<file path="config.mk">
export PLATFORM = sky130hd
export DESIGN_NAME = pcg_glue
export DESIGN_NICKNAME = d
export VERILOG_FILES = /design/src/core/pcg_pkg.sv /design/src/core/pcg_stretch.sv /design/src/core/pcg_glue.sv
export VERILOG_INCLUDE_DIRS = /design/src /design/src/core
export SDC_FILE = /design/constraint.sdc
export NUM_CORES = 1
export LEC_CHECK = 0
export ABC_AREA = 1
export BUFFER_PORTS_ARGS = -buffer_cell sky130_fd_sc_hd__buf_4
export CAP_MARGIN = 0
export CELL_PAD_IN_SITES_DETAIL_PLACEMENT = 0
export CELL_PAD_IN_SITES_GLOBAL_PLACEMENT = 1
export CORE_ASPECT_RATIO = 0.6
export CORE_MARGIN = 4
export CORE_UTILIZATION = 35
export CTS_CLUSTER_SIZE = 14
export DETAILED_ROUTE_END_ITERATION = 8
export GPL_ROUTABILITY_DRIVEN = 0
export GPL_TIMING_DRIVEN = 0
export MAX_ROUTING_LAYER = met4
export PLACE_DENSITY = 0.83
export SLEW_MARGIN = 5
export SYNTH_ARGS = -nofsm -noshare
export SYNTH_HDL_FRONTEND = slang
export SYNTH_SLANG_ARGS = --single-unit
</file>
<file path="constraint.sdc">
create_clock -name clock -period 1.2 [get_ports clock]
set_input_delay 0.06 -clock clock [delete_from_list [all_inputs] [get_ports clock]]
set_output_delay 0.06 -clock clock [all_outputs]
set_load 0.1 [all_outputs]
</file>
<file path="src/core/pcg_defs.svh">
// Constants for the modulator cluster signal glue.
// Assumes inclusion by bare name from core files only.
`ifndef PCG_DEFS_SVH
`define PCG_DEFS_SVH

`define PCG_NUM_MODULES 9
`define PCG_NUM_FINE 8
`define PCG_NUM_DTRIP 15
`define PCG_NUM_GP_DTRIP 12
`define PCG_NUM_TZ 6
`define PCG_NUM_GP_TZ 3
`define PCG_SYNC_STRETCH 8
`define PCG_SOC_STRETCH 32
`define PCG_CNT_W 6
`define PCG_CLK_PERIOD_NS 5

`endif

</file>
<file path="src/core/pcg_pkg.sv">
// Types shared by the modulator cluster glue.
// Assumes pcg_defs.svh is on the include path.
`include "pcg_defs.svh"

package pcg_pkg;
    typedef logic [`PCG_CNT_W-1:0] pcg_cnt_t;
    typedef logic [`PCG_NUM_MODULES-1:0] pcg_vec_t;
    typedef enum logic [0:0] {
        PCG_IDLE = 1'b0,
        PCG_HOLD = 1'b1
    } pcg_stretch_e;
endpackage : pcg_pkg

</file>
<file path="src/core/pcg_stretch.sv">
// Pulse stretcher: output high for LEN cycles after the last trigger.
// Assumes trigger is synchronous to clock.
`timescale 1ns/100ps

module pcg_stretch
    import pcg_pkg::*;
#(
    parameter int LEN = 8
) (
    // Clock and reset
    input wire logic clock,
    input wire logic rst_n,
    // Trigger and stretched output
    input wire logic trig,
    output logic pulse
);
    localparam pcg_cnt_t LEN_M1 = pcg_cnt_t'(LEN - 1);

    pcg_stretch_e state_q;
    pcg_cnt_t cnt_q;

    // Retrigger restarts the count
    always_ff @(posedge clock) begin
        if (!rst_n) begin
            state_q <= PCG_IDLE;
            cnt_q <= '0;
        end else if (trig) begin
            state_q <= PCG_HOLD;
            cnt_q <= LEN_M1;
        end else begin
            unique case (state_q)
                PCG_IDLE: cnt_q <= '0;
                PCG_HOLD: begin
                    if (cnt_q == '0) begin
                        state_q <= PCG_IDLE;
                    end else begin
                        cnt_q <= cnt_q - 1'b1;
                    end
                end
            endcase
        end
    end

    assign pulse = (state_q == PCG_HOLD);

endmodule : pcg_stretch

</file>
<file path="src/core/pcg_glue.sv">
// Signal glue around a cluster of nine modulator modules.
// Assumes modulators share clock; trip sources and the external sync pin are asynchronous.
`timescale 1ns/100ps
`include "pcg_defs.svh"

module pcg_glue
    import pcg_pkg::*;
#(
    parameter int NUM_MOD = `PCG_NUM_MODULES,
    parameter int SYNC_LEN = `PCG_SYNC_STRETCH,
    parameter int SOC_LEN = `PCG_SOC_STRETCH
) (
    // Clock and reset
    input wire logic clock,
    input wire logic rst_n,
    // Pin mux side
    input wire logic [`PCG_NUM_GP_DTRIP-1:0] mux_trip_lines,
    output logic master_sync_to_mux,
    output logic merged_conv_start_a,
    output logic merged_conv_start_b,
    // Clock control bit
    input wire logic global_timebase_sync_enable,
    // Error sources
    input wire logic ram_double_bit_error,
    input wire logic interrupt_expander_error,
    input wire logic encoder_module_error,
    input wire logic oscillator_failure_flag,
    input wire logic debug_halt,
    // From modulators
    input wire logic master_sync_out,
    input wire logic [NUM_MOD-1:0] conv_start_a,
    input wire logic [NUM_MOD-1:0] conv_start_b,
    input wire logic [NUM_MOD-1:0] modulator_event_irq,
    input wire logic [NUM_MOD-1:0] modulator_trip_irq,
    // To modulators
    output logic external_sync_in,
    output logic [NUM_MOD-1:0] timebase_sync_fanout,
    output logic [`PCG_NUM_DTRIP-1:0] digital_trip_inputs,
    output logic [`PCG_NUM_TZ-1:0] trip_zone_inputs,
    // Fine-edge capability per module
    output logic [NUM_MOD-1:0] fine_edge_modulator,
    // To analog subsystem
    output logic [2*NUM_MOD-1:0] analog_conv_triggers,
    // To interrupt expander
    output logic [NUM_MOD-1:0] event_irq_to_expander,
    output logic [NUM_MOD-1:0] trip_irq_to_expander
);
    // ----------------------------------------
    // Pin synchronisers
    // ----------------------------------------
    // Pin side lines are asynchronous; two flops before any use
    logic [`PCG_NUM_GP_DTRIP-1:0] trip_meta_q;
    logic [`PCG_NUM_GP_DTRIP-1:0] trip_sync_q;
    logic [4:0] err_meta_q;
    logic [4:0] err_sync_q;

    always_ff @(posedge clock) begin
        if (!rst_n) begin
            trip_meta_q <= '0;
            trip_sync_q <= '0;
        end else begin
            trip_meta_q <= mux_trip_lines;
            trip_sync_q <= trip_meta_q;
        end
    end

    // Oscillator flag and errors come from other domains
    always_ff @(posedge clock) begin
        if (!rst_n) begin
            err_meta_q <= '0;
            err_sync_q <= '0;
        end else begin
            err_meta_q <= {debug_halt, oscillator_failure_flag, encoder_module_error,
                           interrupt_expander_error, ram_double_bit_error};
            err_sync_q <= err_meta_q;
        end
    end

    // ----------------------------------------
    // Cluster make-up
    // ----------------------------------------
    // Modules 0..7 fine-edge, last one basic
    always_ff @(posedge clock) begin
        if (!rst_n) begin
            fine_edge_modulator <= '0;
        end else begin
            for (int i = 0; i < NUM_MOD; i++) begin
                fine_edge_modulator[i] <= (i < `PCG_NUM_FINE);
            end
        end
    end

    // ----------------------------------------
    // Synchronisation
    // ----------------------------------------
    // Pulse width from source is its own duty; three flops lose nothing
    always_ff @(posedge clock) begin
        if (!rst_n) begin
            external_sync_in <= 1'b0;
        end else begin
            external_sync_in <= trip_sync_q[0];
        end
    end

    always_ff @(posedge clock) begin
        if (!rst_n) begin
            timebase_sync_fanout <= '0;
        end else begin
            timebase_sync_fanout <= {NUM_MOD{global_timebase_sync_enable}};
        end
    end

    pcg_stretch #(.LEN(SYNC_LEN)) u_sync_stretch (
        .clock(clock),
        .rst_n(rst_n),
        .trig(master_sync_out),
        .pulse(master_sync_to_mux)
    );

    // ----------------------------------------
    // Conversion-start strobes
    // ----------------------------------------
    pcg_stretch #(.LEN(SOC_LEN)) u_conv_start_a_stretch (
        .clock(clock),
        .rst_n(rst_n),
        .trig(|conv_start_a),
        .pulse(merged_conv_start_a)
    );

    pcg_stretch #(.LEN(SOC_LEN)) u_conv_start_b_stretch (
        .clock(clock),
        .rst_n(rst_n),
        .trig(|conv_start_b),
        .pulse(merged_conv_start_b)
    );

    // Unmerged strobes registered once; A in low half
    always_ff @(posedge clock) begin
        if (!rst_n) begin
            analog_conv_triggers <= '0;
        end else begin
            analog_conv_triggers <= {conv_start_b, conv_start_a};
        end
    end

    // ----------------------------------------
    // Trip routing
    // ----------------------------------------
    always_ff @(posedge clock) begin
        if (!rst_n) begin
            digital_trip_inputs <= '0;
        end else begin
            digital_trip_inputs <= {err_sync_q[1], err_sync_q[0], 1'b0, trip_sync_q};
        end
    end

    always_ff @(posedge clock) begin
        if (!rst_n) begin
            trip_zone_inputs <= '0;
        end else begin
            trip_zone_inputs <= {err_sync_q[4:2], trip_sync_q[`PCG_NUM_GP_TZ-1:0]};
        end
    end

    // ----------------------------------------
    // Interrupts
    // ----------------------------------------
    always_ff @(posedge clock) begin
        if (!rst_n) begin
            event_irq_to_expander <= '0;
            trip_irq_to_expander <= '0;
        end else begin
            event_irq_to_expander <= modulator_event_irq;
            trip_irq_to_expander <= modulator_trip_irq;
        end
    end

    // ----------------------------------------
    // Assertion helpers
    // ----------------------------------------
    // Cycles since last trigger; saturates at 63, so lengths up to 62 only
    function automatic pcg_cnt_t since_step(input pcg_cnt_t cnt, input logic hit);
        if (hit) begin
            return 6'h01;
        end
        return (cnt == '1) ? cnt : cnt + 6'h01;
    endfunction : since_step

    pcg_cnt_t a_since_q;
    pcg_cnt_t b_since_q;
    pcg_cnt_t m_since_q;

    // Counters replace long repetitions in the properties
    always_ff @(posedge clock) begin
        if (!rst_n) begin
            a_since_q <= '1;
            b_since_q <= '1;
            m_since_q <= '1;
        end else begin
            a_since_q <= since_step(a_since_q, |conv_start_a);
            b_since_q <= since_step(b_since_q, |conv_start_b);
            m_since_q <= since_step(m_since_q, master_sync_out);
        end
    end
endmodule : pcg_glue

</file>
==> impl_metrics.ini, run 1 <==
[run_status]
status = complete, no violations

[setup_path]
cp_data_arrival_time_ps = 1390
path_class = input pin to flop
cp_max_fo = 6
cp-end-kind = flop
cp_data_required_time_ps = 1410
start_kind = input pin

[cts]
cts_max_level = 3
numCtsBuffers = 9
clock_latency_ps = 340
cts_tree = built
clk_pin_slew_ps = 80
clock_sinks = 110
clockRootBuffer = clkbuf_16
clk_path_buf_depth = 2

[synthesis]
async_flop_share_pct = 0
synth_edf_count = 0
seq_area_frac_synth_pct = 57.3
netlist_instances = 457
synth-seq-cells = 110
avgSynthCellArea_um2 = 8.41
yosysWarnings = 0
ys.flop_type = dfxtp_1
syn_area_um2 = 3840
yosysUniqueCellTypes = 24

[timing]
skew_ps = 9.72
drv_slew = 0
period_needed_ps = 1180
finalSetupViolations = 0
finalCritPeriodShare_pct = 98.1
tightestPinTransition_ps = 552
rsz0062_at_grt = yes
max_clock_freq_mhz = 850
hold_violations = 0
timing.slew.headroom_pct = 63.2

[flow_run]
maxCapViolCount = 0

[place]
portBuffers = 133
post-place-cells = 730
dpl.hpwl_mm = 6.16

[worst_hold_path]
hold_class = input pin to flop

[route]
route.vias.total = 3257
viasPerCell = 4.04
wl_per_cell_um = 11.1
drt_pre_antenna_iters = 4
routed_wl_mm = 8.98
ant_nets = 0
drtIter0Drc = 83
drc_errors = 0

[global_routing]
grt_pass1_wl_mm = 14.0
antenna_found_initial = 0
grt_max_degree = 21
grt_pass1_vias = 3055
grt.overflow.total = 0
grt_usage_pct = 14.4

[final_layout]
instances_no_fill = 807
fin_util_pct = 57.7
syn_to_final_growth_pct = 59.7
layout-drive-gt1-share_pct = 36.1
antenna_cells = 0
fin_nets = 726

[die]
initial_core_util_pct = 36.1
pin_count = 136
die_area_um2 = 12800
core_um2 = 10600
die_y_um = 89.2
die_w_um = 143
num_rows = 29

[power]
power.density_nw_per_um2 = 1450
leakage_uw = 0.00348
vdd_drop_max_v = 0.000850
[registers in the layout, summed over array words and instances (netlist names), 3 cells and up]
name	flops
err_meta_q	5
u_sync_stretch.cnt_q	6
trip_zone_inputs	3
trip_irq_to_expander	9
event_irq_to_expander	9
analog_conv_triggers	18
trip_sync_q	12
u_conv_start_a_stretch.cnt_q	6
digital_trip_inputs	14
err_sync_q	5
trip_meta_q	12
u_conv_start_b_stretch.cnt_q	6
[Yosys cell counts, drive strengths merged, types with 2 or more instances]
| master | count | area [µm²] |
|---|---|---|
| ha | 6 | 75.1 |
| buf | 31 | 208 |
| nor3 | 4 | 30.0 |
| xnor2 | 3 | 26.3 |
| nand4 | 3 | 18.8 |
| a21oi | 15 | 86.3 |
| nand3 | 18 | 110 |
| a21o | 2 | 16.3 |
| o21ai | 4 | 20.0 |
| nand2 | 117 | 439 |
| inv | 112 | 420 |
| nor2 | 25 | 141 |
| xor2 | 4 | 35.0 |
| dfxtp | 110 | 2200 |
[per-stage QoR]
stage / setup WS, ps / setup TNS, ps / total power (µW) / hold slack, ps / cell area (µm²)
finish: 23.0 / 0 / 8900 / 16.1 / 6140
global route: -36.1 / -112 / 9270 / 40.6 / 6140
CTS: -11.2 / -14.7 / 8930 / 1.70 / 5950
detailed placement: -14.2 / -14.2 / 5650 / 190 / 5030
global placement: 26.1 / 0 / 5630 / 189 / 5030
floorplan: 24.3 / 0 / 5220 / 87.7 / 3860
[power by group]
part | internal, µW | switching (µW) | leakage (µW)
logic | 603 | 1290 | 0.00241
registers | 3820 | 84.8 | 0.000915
clock network | 1670 | 1430 | 0.000154
[cell usage in the layout (no fill, tap or decap), types with 3 or more instances in the layout]
master,n
dfxtp_1,96
nand2_1,114
ha_4,3
xnor2_1,3
dlygate4sd3_1,55
buf_2,10
a21oi_1,10
inv_2,5
o21ai_0,4
nand3_1,9
xor2_1,4
dfxtp_2,11
a21oi_2,5
buf_4,145
buf_6,15
dfxtp_4,3
nor2_2,4
nor2_4,5
nand4_1,3
nand3_2,8
inv_1,105
ha_1,3
clkbuf_16,9
nor2_1,14
[routing by layer]
| metal | routed length (µm) | up-vias | GRT usage (%) |
|---|---|---|---|
| li1 | - | 1708 | - |
| met1 | 3960 | 1460 | 17.3 |
| met2 | 4370 | 82 | 23.4 |
| met3 | 581 | 7 | 4.86 |
| met4 | 75 | 0 | 4.19 |
| met5 | 0 | - | - |
[logic make-up after synthesis]
logic type | after synthesis | share of synthesized area [%]
flops | 110 | 57.3
fa+ha+maj | 6 | 1.95
buf+inv | 144 | 16.4
simple gates | 168 | 19.4
other cells | 1 | 0.0976
compound gates | 21 | 3.19
xor+xnor | 7 | 1.60
[layout make-up]
type	count	area (µm²)
plain buffers	32	211
clock buffers	9	225
clock inverters	7	87.6
fillers	912	4500
inverters	112	425
multi-input cells	204	1130
flip-flops and latches	110	2230
well taps	139	174
repair buffers	194	1650
[timing repair]
item                                    CTS  global route
endpoints found under the hold margin    55             0
endpoints found under the setup margin   18            23
buffers inserted                          0             6
resized for setup                        16            41
hold buffers                             55             0
pin swaps                                 0             7
cloned                                    0             0
[worst max-delay path, stage by stage]
cell and delay (ps):
dlygate4sd3_1 550, buf_4 140, nor2_1 120, nand3_2 150
nor2_8 170, buf_4 140, a21oi_1 60
[worst paths after layout]
path / from / to / slack [ps] / depth (start not counted)
setup reg to reg: u_conv_start_a_stretch.cnt_q[1] / u_conv_start_a_stretch.cnt_q[3] / 40 / 6
hold reg to reg: trip_sync_q[1] / digital_trip_inputs[1] / 410 / 2
hold / removal: master_sync_out / u_sync_stretch.cnt_q[3] / 20 / 4
setup / recovery: conv_start_a[5] / u_conv_start_a_stretch.cnt_q[3] / 20 / 7
No activity file was read; power rests on OpenSTA's default activity.
==> run 2: changes to the inputs <==
Settings changed: CORE_MARGIN 4 to 2, MAX_ROUTING_LAYER met4 to unset.
==> impl_metrics.ini, run 2 (same netlist as run 1, synthesis figures left out) <==
[cts]
numCtsBuffers = 9
cts_tree = built
clk_pin_slew_ps = 80
clock_sinks = 110
cts_max_level = 3
clk_path_buf_depth = 2
clock_latency_ps = 340
clockRootBuffer = clkbuf_16

[die]
core_um2 = 10600
num_rows = 29
die_area_um2 = 11900
pin_count = 136
die_y_um = 85.2
initial_core_util_pct = 36.1
die_w_um = 139

[final_layout]
antenna_cells = 0
top_regs = analog_conv_triggers x18, digital_trip_inputs x14
final_cell_mix = 145 x buf_4, 114 x nand2_1, 105 x inv_1, 96 x dfxtp_1, 56 x dlygate4sd3_1
fin_nets = 727
syn_to_final_growth_pct = 59.8
layout_commonest_cell = buf_4
layout-drive-gt1-share_pct = 35.7
largest_reg_flops = 18
regMostFlops = analog_conv_triggers

[place]
portBuffers = 133
dpl.hpwl_mm = 5.89

[setup_path]
cp_data_arrival_time_ps = 1380
regToRegSetupSlack_ps = 60
path_class = input pin to flop
startpoint = conv_start_a[3]
setup.worst_path.end = u_conv_start_a_stretch.cnt_q[2]
cp_data_required_time_ps = 1410
regToRegStartpoint = u_conv_start_a_stretch.cnt_q[0]
start_kind = input pin
cp_max_fo = 7
r2r_end = u_conv_start_a_stretch.cnt_q[1]
cp-end-kind = flop
worstRegToRegCells = 6

[worst_hold_path]
min_from = rst_n
hold_class = input pin to flop
hold_depth = 3

[timing]
timing.slew.headroom_pct = 64.6
period_needed_ps = 1170
finalSetupViolations = 0
max_clock_freq_mhz = 856
skew_ps = 5.52
drv_slew = 0
finalCritPeriodShare_pct = 97.4
hold_slack_ps = 106
hold_violations = 0
rsz0062_at_grt = yes
finalSetupTns_ps = 0
tightestPinTransition_ps = 531

[route]
drt_pre_antenna_iters = 4
wl_per_cell_um = 11.1
routed_wl_mm = 9.00
drtIter0Drc = 184
viasPerCell = 4.02
route.vias.total = 3245
drc_errors = 0
ant_nets = 0

[global_routing]
antenna_found_initial = 0
grt_pass1_vias = 3116
grt.overflow.total = 0
grt_max_degree = 23
grt_usage_pct = 15.2
grt_pass1_wl_mm = 14.4

[power]
finalPower_uw = 8850
leakage_uw = 0.00349
vdd_drop_max_v = 0.000759
power.density_nw_per_um2 = 1440

[flow_run]
maxCapViolCount = 0

[run_status]
status = complete, no violations
==> run 2: metrics by stage <==
stage          cells  setup slack [ps]  util [%]  area (µm²)
6_report         808              31.3      57.8        6140
5_1_grt          808             -30.7      57.8        6140
4_1_cts          804              1.74      56.3        5980
3_5_place_dp     730             -11.6      47.3        5030
3_3_place_gp     730              31.4      47.3        5030
2_1_floorplan    458              24.3         -        3860
==> run 2: layer usage <==
metal | routed length (µm) | track usage [%]
met4 | 72 | 4.78
met5 | 0 | 0
met2 | 4350 | 24.9
met1 | 4030 | 19.0
met3 | 540 | 5.47
==> run 2: cell type report <==
type	count	area, µm²
Buffer	32	211
Clock buffer	9	225
Clock inverter	7	88.8
Fill cell	927	4490
Inverter	112	420
Multi-Input combinational cell	204	1090
Sequential cell	110	2220
Tap cell	139	174
Timing Repair Buffer	195	1700
==> run 2: where the power goes <==
| group | leakage [µW] | switching, µW | internal, µW |
|---|---|---|---|
| Clock | 0.000153 | 1500 | 1510 |
| Sequential | 0.000914 | 81.8 | 3820 |
| Combinational | 0.00242 | 1300 | 624 |
| Total | 0.00349 | 2890 | 5960 |
==> run 2: worst max-delay path: stages <==
cell and delay [ps]:
dlygate4sd3_1 540, buf_4 140, nor2_1 140, nand3_2 150
nor2_8 170, buf_4 130, a21oi_1 50
==> run 2: timing repair <==
| item | 4_1_cts | 5_1_grt |
|---|---|---|
| pin swaps | 3 | 9 |
| hold endpoints to repair | 56 | 0 |
| gates resized for setup | 21 | 40 |
| buffers inserted | 2 | 4 |
| endpoints found under the setup margin | 19 | 28 |
| hold buffers | 56 | 0 |
==> run 2: worst min-delay path by stage <==
stage | end | slack [ps]
after floorplan | fine_edge_modulator[6] | 90
final | u_conv_start_b_stretch.cnt_q[1] | 110
after global placement | fine_edge_modulator[6] | 190
after CTS | u_conv_start_b_stretch.cnt_q[1] | 80
after detailed placement | fine_edge_modulator[6] | 200
after global routing | u_conv_start_b_stretch.cnt_q[1] | 130
